<file path="src/phir_pkg.sv">
package phir_pkg;

	// Configuration offsets in bytes, as seen by software.
	localparam logic [7:0] CLASS_CODE_OFS      = 8'h09;
	localparam logic [7:0] HEADER_LAYOUT_OFS   = 8'h0e;
	localparam logic [7:0] SUBSYS_MAKER_OFS    = 8'h2c;
	localparam logic [7:0] SUBSYS_IDENT_OFS    = 8'h2e;

	// Dword index and first byte lane of each register.
	localparam logic [5:0] CLASS_CODE_DW       = CLASS_CODE_OFS[7:2];
	localparam logic [1:0] CLASS_CODE_LANE     = CLASS_CODE_OFS[1:0];
	localparam logic [5:0] HEADER_LAYOUT_DW    = HEADER_LAYOUT_OFS[7:2];
	localparam logic [1:0] HEADER_LAYOUT_LANE  = HEADER_LAYOUT_OFS[1:0];
	localparam logic [5:0] SUBSYS_DW           = SUBSYS_MAKER_OFS[7:2];
	localparam logic [1:0] SUBSYS_MAKER_LANE   = SUBSYS_MAKER_OFS[1:0];
	localparam logic [1:0] SUBSYS_IDENT_LANE   = SUBSYS_IDENT_OFS[1:0];

	// Class code fields.
	localparam int         BASE_CLASS_LSB      = 16;
	localparam int         SUB_CLASS_LSB       = 8;
	localparam int         PROG_IF_LSB         = 0;
	localparam logic [7:0] BASE_CLASS_BRIDGE   = 8'h06;
	localparam logic [7:0] SUB_CLASS_P2P       = 8'h04;
	localparam logic [7:0] SUB_CLASS_HOST      = 8'h00;
	localparam logic [7:0] PROG_IF_NONE        = 8'h00;

	// Header-type byte fields.
	localparam int         MULTI_FUNC_BIT      = 7;
	localparam logic [6:0] LAYOUT_BRIDGE       = 7'h01;
	localparam logic [6:0] LAYOUT_NORMAL       = 7'h00;

	// Device numbers that shape the identity values.
	localparam logic [4:0] DEV_HOST            = 5'h00;
	localparam logic [4:0] DEV_PORT_FIRST      = 5'h01;
	localparam logic [4:0] DEV_PORT_LAST       = 5'h09;
	localparam logic [4:0] DEV_MULTI_A         = 5'h10;
	localparam logic [4:0] DEV_SINGLE          = 5'h11;
	localparam logic [4:0] DEV_MULTI_B         = 5'h15;
	localparam logic [4:0] DEV_MULTI_C         = 5'h16;
	localparam logic [2:0] FN_MULTI_A_LAST     = 3'h4;
	localparam logic [2:0] FN_SUBSYS_A_LAST    = 3'h2;
	localparam logic [2:0] FN_MULTI_BC_LAST    = 3'h1;

	// Arbitrary neutral subsystem defaults.
	localparam logic [15:0] SUBSYS_MAKER_RESET = 16'h1d0f;
	localparam logic [15:0] SUBSYS_IDENT_RESET = 16'h0001;

endpackage : phir_pkg
</file>
<file path="src/phir_func_decode.sv">
`timescale 1ns/10ps
module phir_func_decode (
	input  wire logic [4:0] device,        // Addressed device number.
	input  wire logic [2:0] function_,     // Addressed function number.
	output logic            covered,       // Function is one this block answers for.
	output logic            isPort,        // Function is an express port bridge.
	output logic            hasSubsystem,  // Function carries the subsystem registers.
	output logic            multiFunction, // Multi-function flag value.
	output logic [7:0]      subClass       // Sub-class value.
);
	always_comb begin
		isPort        = (device >= phir_pkg::DEV_PORT_FIRST) &&
		                (device <= phir_pkg::DEV_PORT_LAST) && (function_ == 3'h0);
		multiFunction = (device == phir_pkg::DEV_MULTI_A) ||
		                (device == phir_pkg::DEV_MULTI_B) ||
		                (device == phir_pkg::DEV_MULTI_C);
		covered       = 1'b0;
		hasSubsystem  = 1'b0;
		if ((device == phir_pkg::DEV_HOST || device == phir_pkg::DEV_SINGLE) &&
		    function_ == 3'h0) begin
			covered      = 1'b1;
			hasSubsystem = 1'b1;
		end else if (isPort) begin
			covered      = 1'b1;
		end else if (device == phir_pkg::DEV_MULTI_A &&
		             function_ <= phir_pkg::FN_MULTI_A_LAST) begin
			covered      = 1'b1;
			hasSubsystem = function_ <= phir_pkg::FN_SUBSYS_A_LAST;
		end else if ((device == phir_pkg::DEV_MULTI_B || device == phir_pkg::DEV_MULTI_C) &&
		             function_ <= phir_pkg::FN_MULTI_BC_LAST) begin
			covered      = 1'b1;
			hasSubsystem = 1'b1;
		end
		subClass = isPort ? phir_pkg::SUB_CLASS_P2P : phir_pkg::SUB_CLASS_HOST;
	end
endmodule : phir_func_decode

</file>
<file path="src/phir_header_ident_regs.sv">
// Operation
// - Writes to the class code register at 09h are ignored and reads keep the fixed value.
// - The base class field in bits 23:16 always reads 06h, a bridge device.
// - The sub-class in bits 15:8 reads 04h for port devices 1 to 9 and 00h for the rest.
// - The programming-interface field in bits 7:0 always reads 00h.
// - Header-type bit 7 reads one for devices 16, 21 and 22 and zero for all others.
// - Header-type bits 6:0 read 01h for port devices 1 to 9 and 00h for the rest.
// - The header-type byte at 0Eh is read-only and writes leave it unchanged.
// - Each byte of the subsystem vendor register at 2Ch takes only its first write.
// - A subsystem vendor write through any function but the ports and device 16 functions 3 and 4 updates the copy seen by all of them.
// - Each byte of the subsystem identity register at 2Eh takes only its first write.
// - The subsystem identity register exists in every covered function but the ports and device 16 functions 3 and 4.
`timescale 1ns/10ps
module phir_header_ident_regs (
	input  wire logic        clock,         // Core clock, 125 MHz.
	input  wire logic        reset,         // Synchronous system reset, active high.
	input  wire logic        cfgRead,       // Configuration read request.
	input  wire logic        cfgWrite,      // Configuration write request.
	input  wire logic [4:0]  cfgDevice,     // Target device number.
	input  wire logic [2:0]  cfgFunction,   // Target function number.
	input  wire logic [5:0]  cfgDword,      // Dword index, byte offset bits 7:2.
	input  wire logic [3:0]  cfgByteEnable, // Byte enables, bit n for lane n.
	input  wire logic [31:0] cfgWriteData,  // Write data.
	output logic [31:0]      cfgReadData,   // Read data, registered.
	output logic             cfgReadValid,  // Read data valid, one-cycle pulse.
	output logic             cfgClaim,      // Addressed function is covered here.
	output logic [1:0]       makerLocked,   // Subsystem vendor bytes already written.
	output logic [1:0]       identLocked    // Subsystem identity bytes already written.
);
	logic        covered;
	logic        isPort;
	logic        hasSubsystem;
	logic        multiFunction;
	logic [7:0]  subClass;
	logic [23:0] classCode;
	logic [7:0]  headerLayout;
	logic [31:0] subsysWord;
	logic [3:0]  subsysLocked;
	logic [3:0]  subsysWrite;
	logic [31:0] readWord;
	logic [31:0] next_cfgReadData;
	logic        next_cfgReadValid;

	phir_func_decode u_decode (
		.device        (cfgDevice),
		.function_     (cfgFunction),
		.covered       (covered),
		.isPort        (isPort),
		.hasSubsystem  (hasSubsystem),
		.multiFunction (multiFunction),
		.subClass      (subClass)
	);

	assign cfgClaim = covered;

	// The class code and header bytes are pure functions of the address,
	// so no storage exists that a write could reach.
	always_comb begin
		classCode = '0;
		classCode[phir_pkg::BASE_CLASS_LSB +: 8] = phir_pkg::BASE_CLASS_BRIDGE;
		classCode[phir_pkg::SUB_CLASS_LSB +: 8]  = subClass;
		classCode[phir_pkg::PROG_IF_LSB +: 8]    = phir_pkg::PROG_IF_NONE;
		headerLayout = {multiFunction,
		                isPort ? phir_pkg::LAYOUT_BRIDGE : phir_pkg::LAYOUT_NORMAL};
	end

	// One shared copy serves every function, so a write through any one
	// is seen by all at once; ports and device 16 functions 3 and 4 neither see nor write it.
	always_comb begin
		subsysWrite = '0;
		if (cfgWrite && covered && hasSubsystem && cfgDword == phir_pkg::SUBSYS_DW) begin
			subsysWrite = cfgByteEnable;
		end
	end

	genvar lane;
	generate
		for (lane = 0; lane < 4; lane++) begin : g_subsys
			localparam logic [31:0] RESET_WORD =
				{phir_pkg::SUBSYS_IDENT_RESET, phir_pkg::SUBSYS_MAKER_RESET};
			phir_once_byte #(
				.RESET_VALUE (RESET_WORD[lane*8 +: 8])
			) u_byte (
				.clock     (clock),
				.reset     (reset),
				.write     (subsysWrite[lane]),
				.writeData (cfgWriteData[lane*8 +: 8]),
				.value     (subsysWord[lane*8 +: 8]),
				.locked    (subsysLocked[lane])
			);
		end
	endgenerate

	assign makerLocked = subsysLocked[phir_pkg::SUBSYS_MAKER_LANE +: 2];
	assign identLocked = subsysLocked[phir_pkg::SUBSYS_IDENT_LANE +: 2];

	// Read path; writes to the class and header dwords fall through here
	// untouched, which is what keeps them read-only.
	always_comb begin
		readWord = '0;
		if (covered) begin
			unique case (cfgDword)
				phir_pkg::CLASS_CODE_DW: begin
					readWord[phir_pkg::CLASS_CODE_LANE*8 +: 24] = classCode;
				end
				phir_pkg::HEADER_LAYOUT_DW: begin
					readWord[phir_pkg::HEADER_LAYOUT_LANE*8 +: 8] = headerLayout;
				end
				phir_pkg::SUBSYS_DW: begin
					if (hasSubsystem) begin
						readWord = subsysWord;
					end
				end
				default: begin
					readWord = '0;
				end
			endcase
		end
		next_cfgReadValid = cfgRead;
		next_cfgReadData  = cfgRead ? readWord : cfgReadData;
	end

	always_ff @(posedge clock) begin
		if (reset) begin
			cfgReadData  <= 32'h0000_0000;
			cfgReadValid <= 1'b0;
		end else begin
			cfgReadData  <= next_cfgReadData;
			cfgReadValid <= next_cfgReadValid;
		end
	end
endmodule : phir_header_ident_regs

</file>
<file path="src/phir_once_byte.sv">
`timescale 1ns/10ps
module phir_once_byte #(
	parameter logic [7:0] RESET_VALUE = 8'h00 // Contents after reset.
) (
	input  wire logic       clock,     // Core clock.
	input  wire logic       reset,     // Synchronous reset, active high.
	input  wire logic       write,     // Write strobe for this byte.
	input  wire logic [7:0] writeData, // Byte to store.
	output logic [7:0]      value,     // Stored byte.
	output logic            locked     // Byte has taken its one write.
);
	logic [7:0] next_value;
	logic       next_locked;

	always_comb begin
		next_value  = value;
		next_locked = locked;
		if (write && !locked) begin
			next_value  = writeData;
			next_locked = 1'b1;
		end
	end

	always_ff @(posedge clock) begin
		if (reset) begin
			value  <= RESET_VALUE;
			locked <= 1'b0;
		end else begin
			value  <= next_value;
			locked <= next_locked;
		end
	end
endmodule : phir_once_byte

</file>
<file path="config.mk">
export PLATFORM = sky130hd
export DESIGN_NAME = phir_header_ident_regs
export DESIGN_NICKNAME = d
export VERILOG_FILES = /design/src/phir_pkg.sv /design/src/phir_func_decode.sv /design/src/phir_header_ident_regs.sv /design/src/phir_once_byte.sv
export SDC_FILE = /design/constraint.sdc
export NUM_CORES = 1
export LEC_CHECK = 0
export ABC_AREA = 1
export BUFFER_PORTS_ARGS = -buffer_cell sky130_fd_sc_hd__buf_4
export CORE_ASPECT_RATIO = 1.25
export CORE_MARGIN = 5
export CORE_UTILIZATION = 40
export CTS_BUF_LIST = sky130_fd_sc_hd__clkbuf_2 sky130_fd_sc_hd__clkbuf_4 sky130_fd_sc_hd__clkbuf_8
export CTS_CLUSTER_SIZE = 14
export DETAILED_ROUTE_END_ITERATION = 8
export PLACE_DENSITY = 0.67
export SLEW_MARGIN = 5
export SYNTH_ARGS = -nofsm -noshare
export SYNTH_HDL_FRONTEND = slang
export SYNTH_SLANG_ARGS = --single-unit
</file>
<file path="constraint.sdc">
create_clock -name clock -period 1.5 [get_ports clock]
set_clock_uncertainty 0.05 [all_clocks]
set_input_delay 0.3 -clock clock [delete_from_list [all_inputs] [get_ports clock]]
set_output_delay 0.3 -clock clock [all_outputs]
set_load 0.005 [all_outputs]
</file>
==> impl_metrics.json, run 1 <==
{
  "die-area_sq_um": 9800,
  "synth-simple-area-share_pct": 38.24,
  "coreArea_sq_um": 7747,
  "io_buffer_count": 91,
  "cts_tree": "built",
  "pwr-share-comb_pct": 9.9,
  "synthAdderAreaFrac_pct": 0,
  "netlist_top_cells_area": "dfxtp_1 (44%), nand2_1 (12%), nand4_1 (12%), nor2_1 (7.9%), inv_1 (5.6%)",
  "setup_viol": 0,
  "startpoint_type": "primary input",
  "drtAntennaViolNets": 0,
  "grt_max_degree": 29,
  "p_seq_share_pct": 49.2,
  "total_power_uw": 3724,
  "gr-usage-met2_pct": 30.18,
  "required_ns": 1.74,
  "power.switching_uw": 951.5,
  "hold_class": "in2reg",
  "critPathKind": "in2reg",
  "num_rows": 36,
  "die_w_um": 89.55,
  "clockRootBuffer": "clkbuf_8",
  "insertion_delay_ns": 0.35,
  "seq_area_sq_um": 1381,
  "fp.dieH_um": 109.4,
  "gr-usage-met1_pct": 21.16,
  "synth_top_family_by_area": "simple AND/OR/NAND/NOR gates",
  "synth-seq-cells": 69,
  "vdd_ir_drop_max_v": 0.0004705,
  "dpl.cell_count": 629,
  "drc_errors": 0,
  "grt-busiest-layer": "met2",
  "multi_input_area_sq_um": 1484,
  "antenna_found_initial": 0,
  "drv_slew": 0,
  "p_leak_uw": 0.001987,
  "min_period_over_period_pct": 96.82,
  "rsz0062_at_grt": "true",
  "yosysUniqueCellTypes": 22,
  "synth_compound_area_share_pct": 6.089,
  "netlist.area_leader.share_pct": 43.65,
  "rrSetupSlack_ns": 0.24,
  "worst_slack_ns": 0.04773,
  "routed_wirelength_mm": 8.754,
  "num_antenna_cells": 0,
  "worstMarginPinSlew_ns": 0.3080,
  "cts_sinks": 69,
  "initial_core_util_pct": 40.84,
  "syn_avg_cell_area_sq_um": 7.079,
  "cts_buffer_depth": 2,
  "drive_gt1_share_pct": 30.23,
  "critPathMaxFanout": 7,
  "preCtsSetupSlack_ns": -0.3367,
  "finalSetupTns_ns": 0,
  "dp_hpwl_mm": 6.205,
  "track_usage_pct": 17.58,
  "relSlewSlack_pct": 79.46,
  "finalCriticalPeriod_ns": 1.452,
  "clk_pin_slew_ns": 0.08,
  "yosysWarningCount": 0,
  "holdWs_ns": 0.1513,
  "grt_util_met3_pct": 2.924,
  "hold_viol": 0,
  "cts_buffers": 9,
  "n_fill_cell": 768,
  "ys_seq_area_share_pct": 43.65,
  "grt.overflow.total": 0,
  "synthMuxAreaShare_pct": 0,
  "holdBufCountCts": 0,
  "maxCapViolations": 0,
  "grt_pass1_vias": 3020,
  "drt-initial-drc-count": 120,
  "p_clk_share_pct": 40.9,
  "synthXorXnorAreaFrac_pct": 0,
  "power.internal_uw": 2772,
  "crit_arrival_ns": 1.69,
  "syn_inst": 447,
  "ctsHtreeMaxLevel": 3,
  "p_per_area_nw_per_um2": 857.6,
  "drtPass1Iterations": 4,
  "finalNonFillerCells": 654,
  "gp_congestion": 0.8254,
  "areaGrowthSynthToFinish_pct": 37.21,
  "grt_pass1_wl_mm": 13.52,
  "ios": 92,
  "yosysTopAreaCell": "dfxtp_1",
  "via_per_inst": 4.957,
  "fin_nets": 608,
  "synth_area_sq_um": 3164,
  "synth.net_count": 501,
  "status": "completed",
  "num_vias": 3242,
  "endpoint_kind": "flip-flop",
  "fmax_mhz": 688.6,
  "p_sw_share_pct": 25.55,
  "wl_per_cell_um": 13.39
}
-- worst max-delay path, stage by stage --
cell     delay, ns
buf_8         0.10
nor2_4        0.12
nand2_4       0.07
nor2_4        0.12
nand2_2       0.07
nand2_2       0.12
nand2_2       0.08
nand2_4       0.13
nand3_4       0.16
nor2_4        0.24
nor2_1        0.08
nor2_1        0.09
-- final timing paths --
kind / endpoint / cells past startpoint / from
max: g_subsys[2].u_byte.value[7] / 12 / cfgDevice[3]
min: g_subsys[0].u_byte.value[3] / 3 / cfgWriteData[3]
max reg2reg: g_subsys[2].u_byte.value[7] / 6 / g_subsys[2].u_byte.locked
min reg2reg: g_subsys[0].u_byte.value[3] / 2 / g_subsys[0].u_byte.value[3]
-- cell usage in the layout, fill, tap and decap left out, types with 4 or more instances in the layout --
cell type  count
nand3_1       11
inv_1         47
a21oi_1       35
nand2_1       98
clkbuf_8       9
nand3_2        4
buf_4        118
nor2_1        60
nand2_2        5
clkinv_1       4
nor2_4         8
dfxtp_1       69
buf_6          6
nand4_1       61
nor2_2         8
-- cell families (layout without fill, tap and decap cells) --
group,Yosys count,in the layout
AOI/OAI and AO/OA,38,38
DFF,69,69
buffers and inverters,81,192
and+or+nand+nor,259,260
-- metrics by stage --
stage	util, %	area (sq um)
2_1_floorplan	-	3164
3_3_place_gp	51.31	3975
3_5_place_dp	51.31	3975
4_1_cts	53.99	4183
5_1_grt	56.04	4342
6_report	56.04	4342
-- cells in the mapped netlist, drive strengths merged --
cell type	number
clkbuf	9
buf	21
a21oi	35
nand3	16
clkinv	4
a21o	1
nand2	105
o21ai	2
dfxtp	69
nor3	2
inv	47
nor2	75
nand4	61
-- flip-flops by register name (all words and copies together) (netlist names) --
| register | count |
|---|---|
| g_subsys.u_byte.value | 32 |
| cfgReadData | 32 |
| g_subsys.u_byte.locked | 4 |
| cfgReadValid | 1 |
-- power by group through the flow --
stage / registers [uW] / clock network [uW] / logic (uW)
floorplan: 1880 / 0 / 154
global placement: 1870 / 0 / 330
detailed placement: 1870 / 0 / 334
CTS: 1830 / 1560 / 338
global route: 1830 / 1650 / 404
finish: 1830 / 1520 / 368
-- routing by layer --
metal,routed length [um],share of wire [%]
met3,498,5.7
met4,115,1.3
met1,3615,41
met5,0,0
met2,4525,52
-- final cells by class --
type	instances	area share, %
clock buffers	9	2.853
clock inverters	7	1.700
inverters	51	4.409
multi-input cells	298	34.18
flip-flops and latches	69	31.82
well taps	95	2.738
repair buffers	125	22.31
-- repair_timing --
action | in CTS | in global routing
pin swaps | 1 | 17
resized for setup | 1 | 31
setup endpoints to repair | 1 | 60
gates cloned | 0 | 1
buffers inserted | 1 | 7
Note: power is estimated with default switching activity, not from simulation.
==> run 2, diff against run 1 <==
- PLACE_DENSITY: 0.67 -> default
- clock period: 1.5 -> 1.6 ns (I/O delays scaled with it)
==> run 2 against run 1 <==
Net effect: utilization shrank 0.23 points; flip-flop and latch count is the same; via count shrank 2.0%; first-iteration DRC count shrank 14%; largest cell class unchanged; largest power group unchanged; clock-buffer cell count grew 2.
==> impl_metrics.json, run 2 (same netlist as run 1, synthesis figures left out) <==
{
  "status": "completed",
  "startpoint_type": "primary input",
  "gp_congestion": 0.8260,
  "cts_buffers": 9,
  "routed_wirelength_mm": 8.407,
  "fmax_mhz": 646.8,
  "wl_per_cell_um": 12.97,
  "n_fill_cell": 763,
  "holdBufCountCts": 0,
  "path_cells": "buf_4 -> nor2_4 -> nand2_4 -> nand2_1 -> inv_1 -> nand2_1 -> nand4_1 -> buf_4",
  "drv_slew": 0,
  "drt-initial-drc-count": 103,
  "dp_hpwl_mm": 6.226,
  "ios": 92,
  "initial_core_util_pct": 40.84,
  "grt_pass1_wl_mm": 13.52,
  "reg_top3": "cfgReadData x32, g_subsys.u_byte.value x32, g_subsys.u_byte.locked x4",
  "drtAntennaViolNets": 0,
  "cts_tree": "built",
  "antenna_found_initial": 0,
  "finalSetupTns_ns": 0,
  "maxCapViolations": 0,
  "cts_sinks": 69,
  "hold_viol": 0,
  "worstMarginPinSlew_ns": 0.3078,
  "die_w_um": 89.55,
  "coreArea_sq_um": 7747,
  "fin_util_pct": 55.81,
  "placed_cell_area_sq_um": 4005,
  "critPathMaxFanout": 3,
  "clockRootBuffer": "clkbuf_8",
  "clk_pin_slew_ns": 0.08,
  "grt_max_degree": 34,
  "drive_gt1_share_pct": 28.03,
  "ctsHtreeMaxLevel": 3,
  "endpoint_kind": "primary output",
  "via_per_inst": 4.901,
  "relSlewSlack_pct": 79.48,
  "drtPass1Iterations": 4,
  "critPathMaxStageDelay_ns": 0.16,
  "num_vias": 3176,
  "insertion_delay_ns": 0.34,
  "track_usage_pct": 17.55,
  "finalCriticalPeriod_ns": 1.546,
  "io_buffer_count": 91,
  "cts_buffer_depth": 2,
  "num_antenna_cells": 0,
  "crit_arrival_ns": 1.18,
  "layout_commonest_cell": "buf_4",
  "p_leak_uw": 0.001972,
  "critPathKind": "in2out",
  "areaGrowthSynthToFinish_pct": 36.65,
  "num_rows": 36,
  "vdd_ir_drop_max_v": 0.0005545,
  "grt_pass1_vias": 3021,
  "setup_viol": 0,
  "fin_nets": 602,
  "drc_errors": 0,
  "required_ns": 1.23,
  "stdcell_area_sq_um": 4324,
  "final_cell_mix": "buf_4 (115), nand2_1 (101), dfxtp_1 (69)",
  "cp_slowest_cell": "buf_4",
  "die-area_sq_um": 9800,
  "p_per_area_nw_per_um2": 853.0,
  "fp.dieH_um": 109.4,
  "grt.overflow.total": 0,
  "hold_class": "in2reg",
  "min_period_over_period_pct": 96.63,
  "total_power_uw": 3688
}
==> run 2: path summary, 6_finish.rpt <==
check,from,endpoint,slack [ns],cells past startpoint
worst max-delay path,cfgDevice[3],cfgClaim,0.05,8
worst min-delay path,cfgWriteData[1],g_subsys[0].u_byte.value[1],0.19,3
worst max register to register,g_subsys[2].u_byte.locked,g_subsys[2].u_byte.value[6],0.33,6
worst min register to register,g_subsys[2].u_byte.value[0],g_subsys[2].u_byte.value[0],0.41,2
==> run 2: per-stage QoR <==
stage	cells	worst slack [ns]	hold WS (ns)
finish	648	0.05387	0.1885
floorplan	447	0.1023	0.3789
global placement	628	-0.1781	0.3945
detailed placement	628	-0.2283	0.4019
CTS	645	0.06110	0.1750
global route	648	-0.01499	0.1729
==> run 2: timing repair <==
action	4_1_cts	5_1_grt
pin swaps	1	9
cloned	0	1
setup endpoints to repair	1	21
setup buffers	1	2
resized for setup	0	12
==> run 2: cell type report <==
class	count	area (sq um)	share of cell area, %
Multi-Input combinational cell	298	1456	33.68
Timing Repair Buffer	119	943.4	21.82
Inverter	51	191.4	4.427
Tap cell	95	118.9	2.749
Sequential cell	69	1381	31.94
Clock buffer	11	151.4	3.501
Clock inverter	5	81.33	1.881
==> run 2: metal layers <==
metal	routed length [um]	GRT usage, %	up-vias	share of wire, %
met5	0	0	-	0
met4	93	5.745	0	1.1
met3	445	3.823	9	5.3
met2	4250	29.81	71	51
met1	3618	21.77	1440	43
li1	-	-	1656	-
==> run 2: critical path: cells and delay by family <==
family | cells | cell delay, ns
buf+inv | 3 | 0.33
simple gates | 5 | 0.51
==> run 2: where the power goes <==
part	internal [uW]	total (uW)	switching (uW)
clock	966	1640	677
sequential	1720	1720	0.448
combinational	149	328	178
==> run 3, diff against run 2 <==
- CAP_MARGIN: default -> 5
- CORE_ASPECT_RATIO: 1.25 -> default
==> run 3 against run 2 <==
Net effect: largest cell class unchanged; clock power shrank 14%; combinational power decreased by 3%; setup slack improved by 0.042 ns.
==> impl_metrics.json, run 3 (same netlist as run 1, synthesis figures left out) <==
{
  "coreArea_sq_um": 7727,
  "clk_pin_slew_ns": 0.08,
  "die-area_sq_um": 9789,
  "rsz0062_at_grt": "true",
  "cts_tree": "built",
  "ios": 92,
  "die_w_um": 98.94,
  "grt.overflow.total": 0,
  "required_ns": 1.23,
  "antenna_found_initial": 0,
  "worst_slack_ns": 0.09597,
  "clockRootBuffer": "clkbuf_8",
  "fin_nets": 596,
  "p_per_area_nw_per_um2": 818.1,
  "p_leak_uw": 0.001917,
  "drtPass1Iterations": 4,
  "gp_congestion": 0.7944,
  "cts_buffer_depth": 2,
  "min_period_over_period_pct": 94.00,
  "critPathMaxFanout": 3,
  "fp.dieH_um": 98.94,
  "grt_pass1_vias": 2987,
  "via_per_inst": 4.807,
  "track_usage_pct": 17.38,
  "crit_arrival_ns": 1.13,
  "areaGrowthSynthToFinish_pct": 32.94,
  "preCtsSetupSlack_ns": -0.2053,
  "holdBufCountCts": 0,
  "num_antenna_cells": 0,
  "drt-initial-drc-count": 142,
  "io_buffer_count": 91,
  "finalCriticalPeriod_ns": 1.504,
  "dp_hpwl_mm": 6.252,
  "holdWs_ns": 0.1890,
  "wl_per_cell_um": 12.94,
  "final_cell_mix": "buf_4 (110), nand2_1 (101), dfxtp_1 (69)",
  "worstMarginPinSlew_ns": 0.3270,
  "status": "completed",
  "insertion_delay_ns": 0.34,
  "cts_buffers": 9,
  "hold_class": "in2reg",
  "dpl.cell_count": 632,
  "num_vias": 3115,
  "grt_pass1_wl_mm": 14.04,
  "finalSetupTns_ns": 0,
  "reg_top3": "cfgReadData x32, g_subsys.u_byte.value x32, g_subsys.u_byte.locked x4",
  "hold_viol": 0,
  "finalNonFillerCells": 648,
  "relSlewSlack_pct": 78.20,
  "drv_slew": 0,
  "startpoint_type": "primary input",
  "drtAntennaViolNets": 0,
  "vdd_ir_drop_max_v": 0.0004951,
  "total_power_uw": 3441,
  "fmax_mhz": 664.9,
  "setup_viol": 0,
  "ctsHtreeMaxLevel": 3,
  "endpoint_kind": "primary output",
  "initial_core_util_pct": 40.95,
  "grt_max_degree": 33,
  "drc_errors": 0,
  "layout_commonest_cell": "buf_4",
  "cts_sinks": 69,
  "maxCapViolations": 0,
  "routed_wirelength_mm": 8.383,
  "drive_gt1_share_pct": 26.56,
  "num_rows": 32,
  "critPathKind": "in2out"
}
## run 3: final timing paths
kind                                               endpoint                        start  cells past startpoint  slack, ns
worst max-delay path                               cfgClaim                 cfgDevice[2]                      8        0.1
worst min-delay path            g_subsys[0].u_byte.value[2]              cfgWriteData[2]                      3       0.19
worst max register to register    g_subsys[1].u_byte.locked    g_subsys[1].u_byte.locked                      5       0.35
worst min register to register  g_subsys[2].u_byte.value[0]  g_subsys[2].u_byte.value[0]                      2       0.42
## run 3: critical path, stage by stage
cell     delay [ns]
buf_4          0.12
nor2_2         0.13
nand2_2        0.08
nand2_1        0.09
inv_1          0.06
nand2_2        0.07
nand4_1        0.10
buf_4          0.16
## run 3: timing repair
| action | in CTS | in global routing |
|---|---|---|
| buffers inserted | 1 | 0 |
| pin swaps | 1 | 0 |
| gates resized for setup | 0 | 4 |
| endpoints found under the setup margin | 1 | 10 |
## run 3: per-stage QoR
step | cell area [sq um] | utilization [%]
2_1_floorplan | 3164 | -
3_3_place_gp | 3991 | 51.65
3_5_place_dp | 3991 | 51.65
4_1_cts | 4193 | 54.26
5_1_grt | 4207 | 54.44
6_report | 4207 | 54.44
## run 3: final cells by class
class | count | area [sq um]
sequential | 69 | 1381
inverter | 51 | 191.4
clock inverter | 4 | 48.80
fill | 788 | 3521
tap | 102 | 127.6
clock buffer | 11 | 145.1
multi-input combinational | 297 | 1415
timing repair buffer | 114 | 897.1
## run 3: layer usage
metal | global-route usage (%) | vias to the layer above | wire length (um) | share of wire (%)
met5 | 0 | - | 0 | 0
met4 | 5.987 | 0 | 104 | 1.2
met3 | 3.255 | 8 | 397 | 4.7
met2 | 27.48 | 72 | 3856 | 46
met1 | 23.72 | 1394 | 4025 | 48
li1 | - | 1641 | - | -
## run 3: power breakdown
group	internal, uW	switching, uW	leakage, uW
clock	769	636	0.000103
combinational	145	174	0.00126
sequential	1720	0.372	0.000556
total	2630	810	0.00192
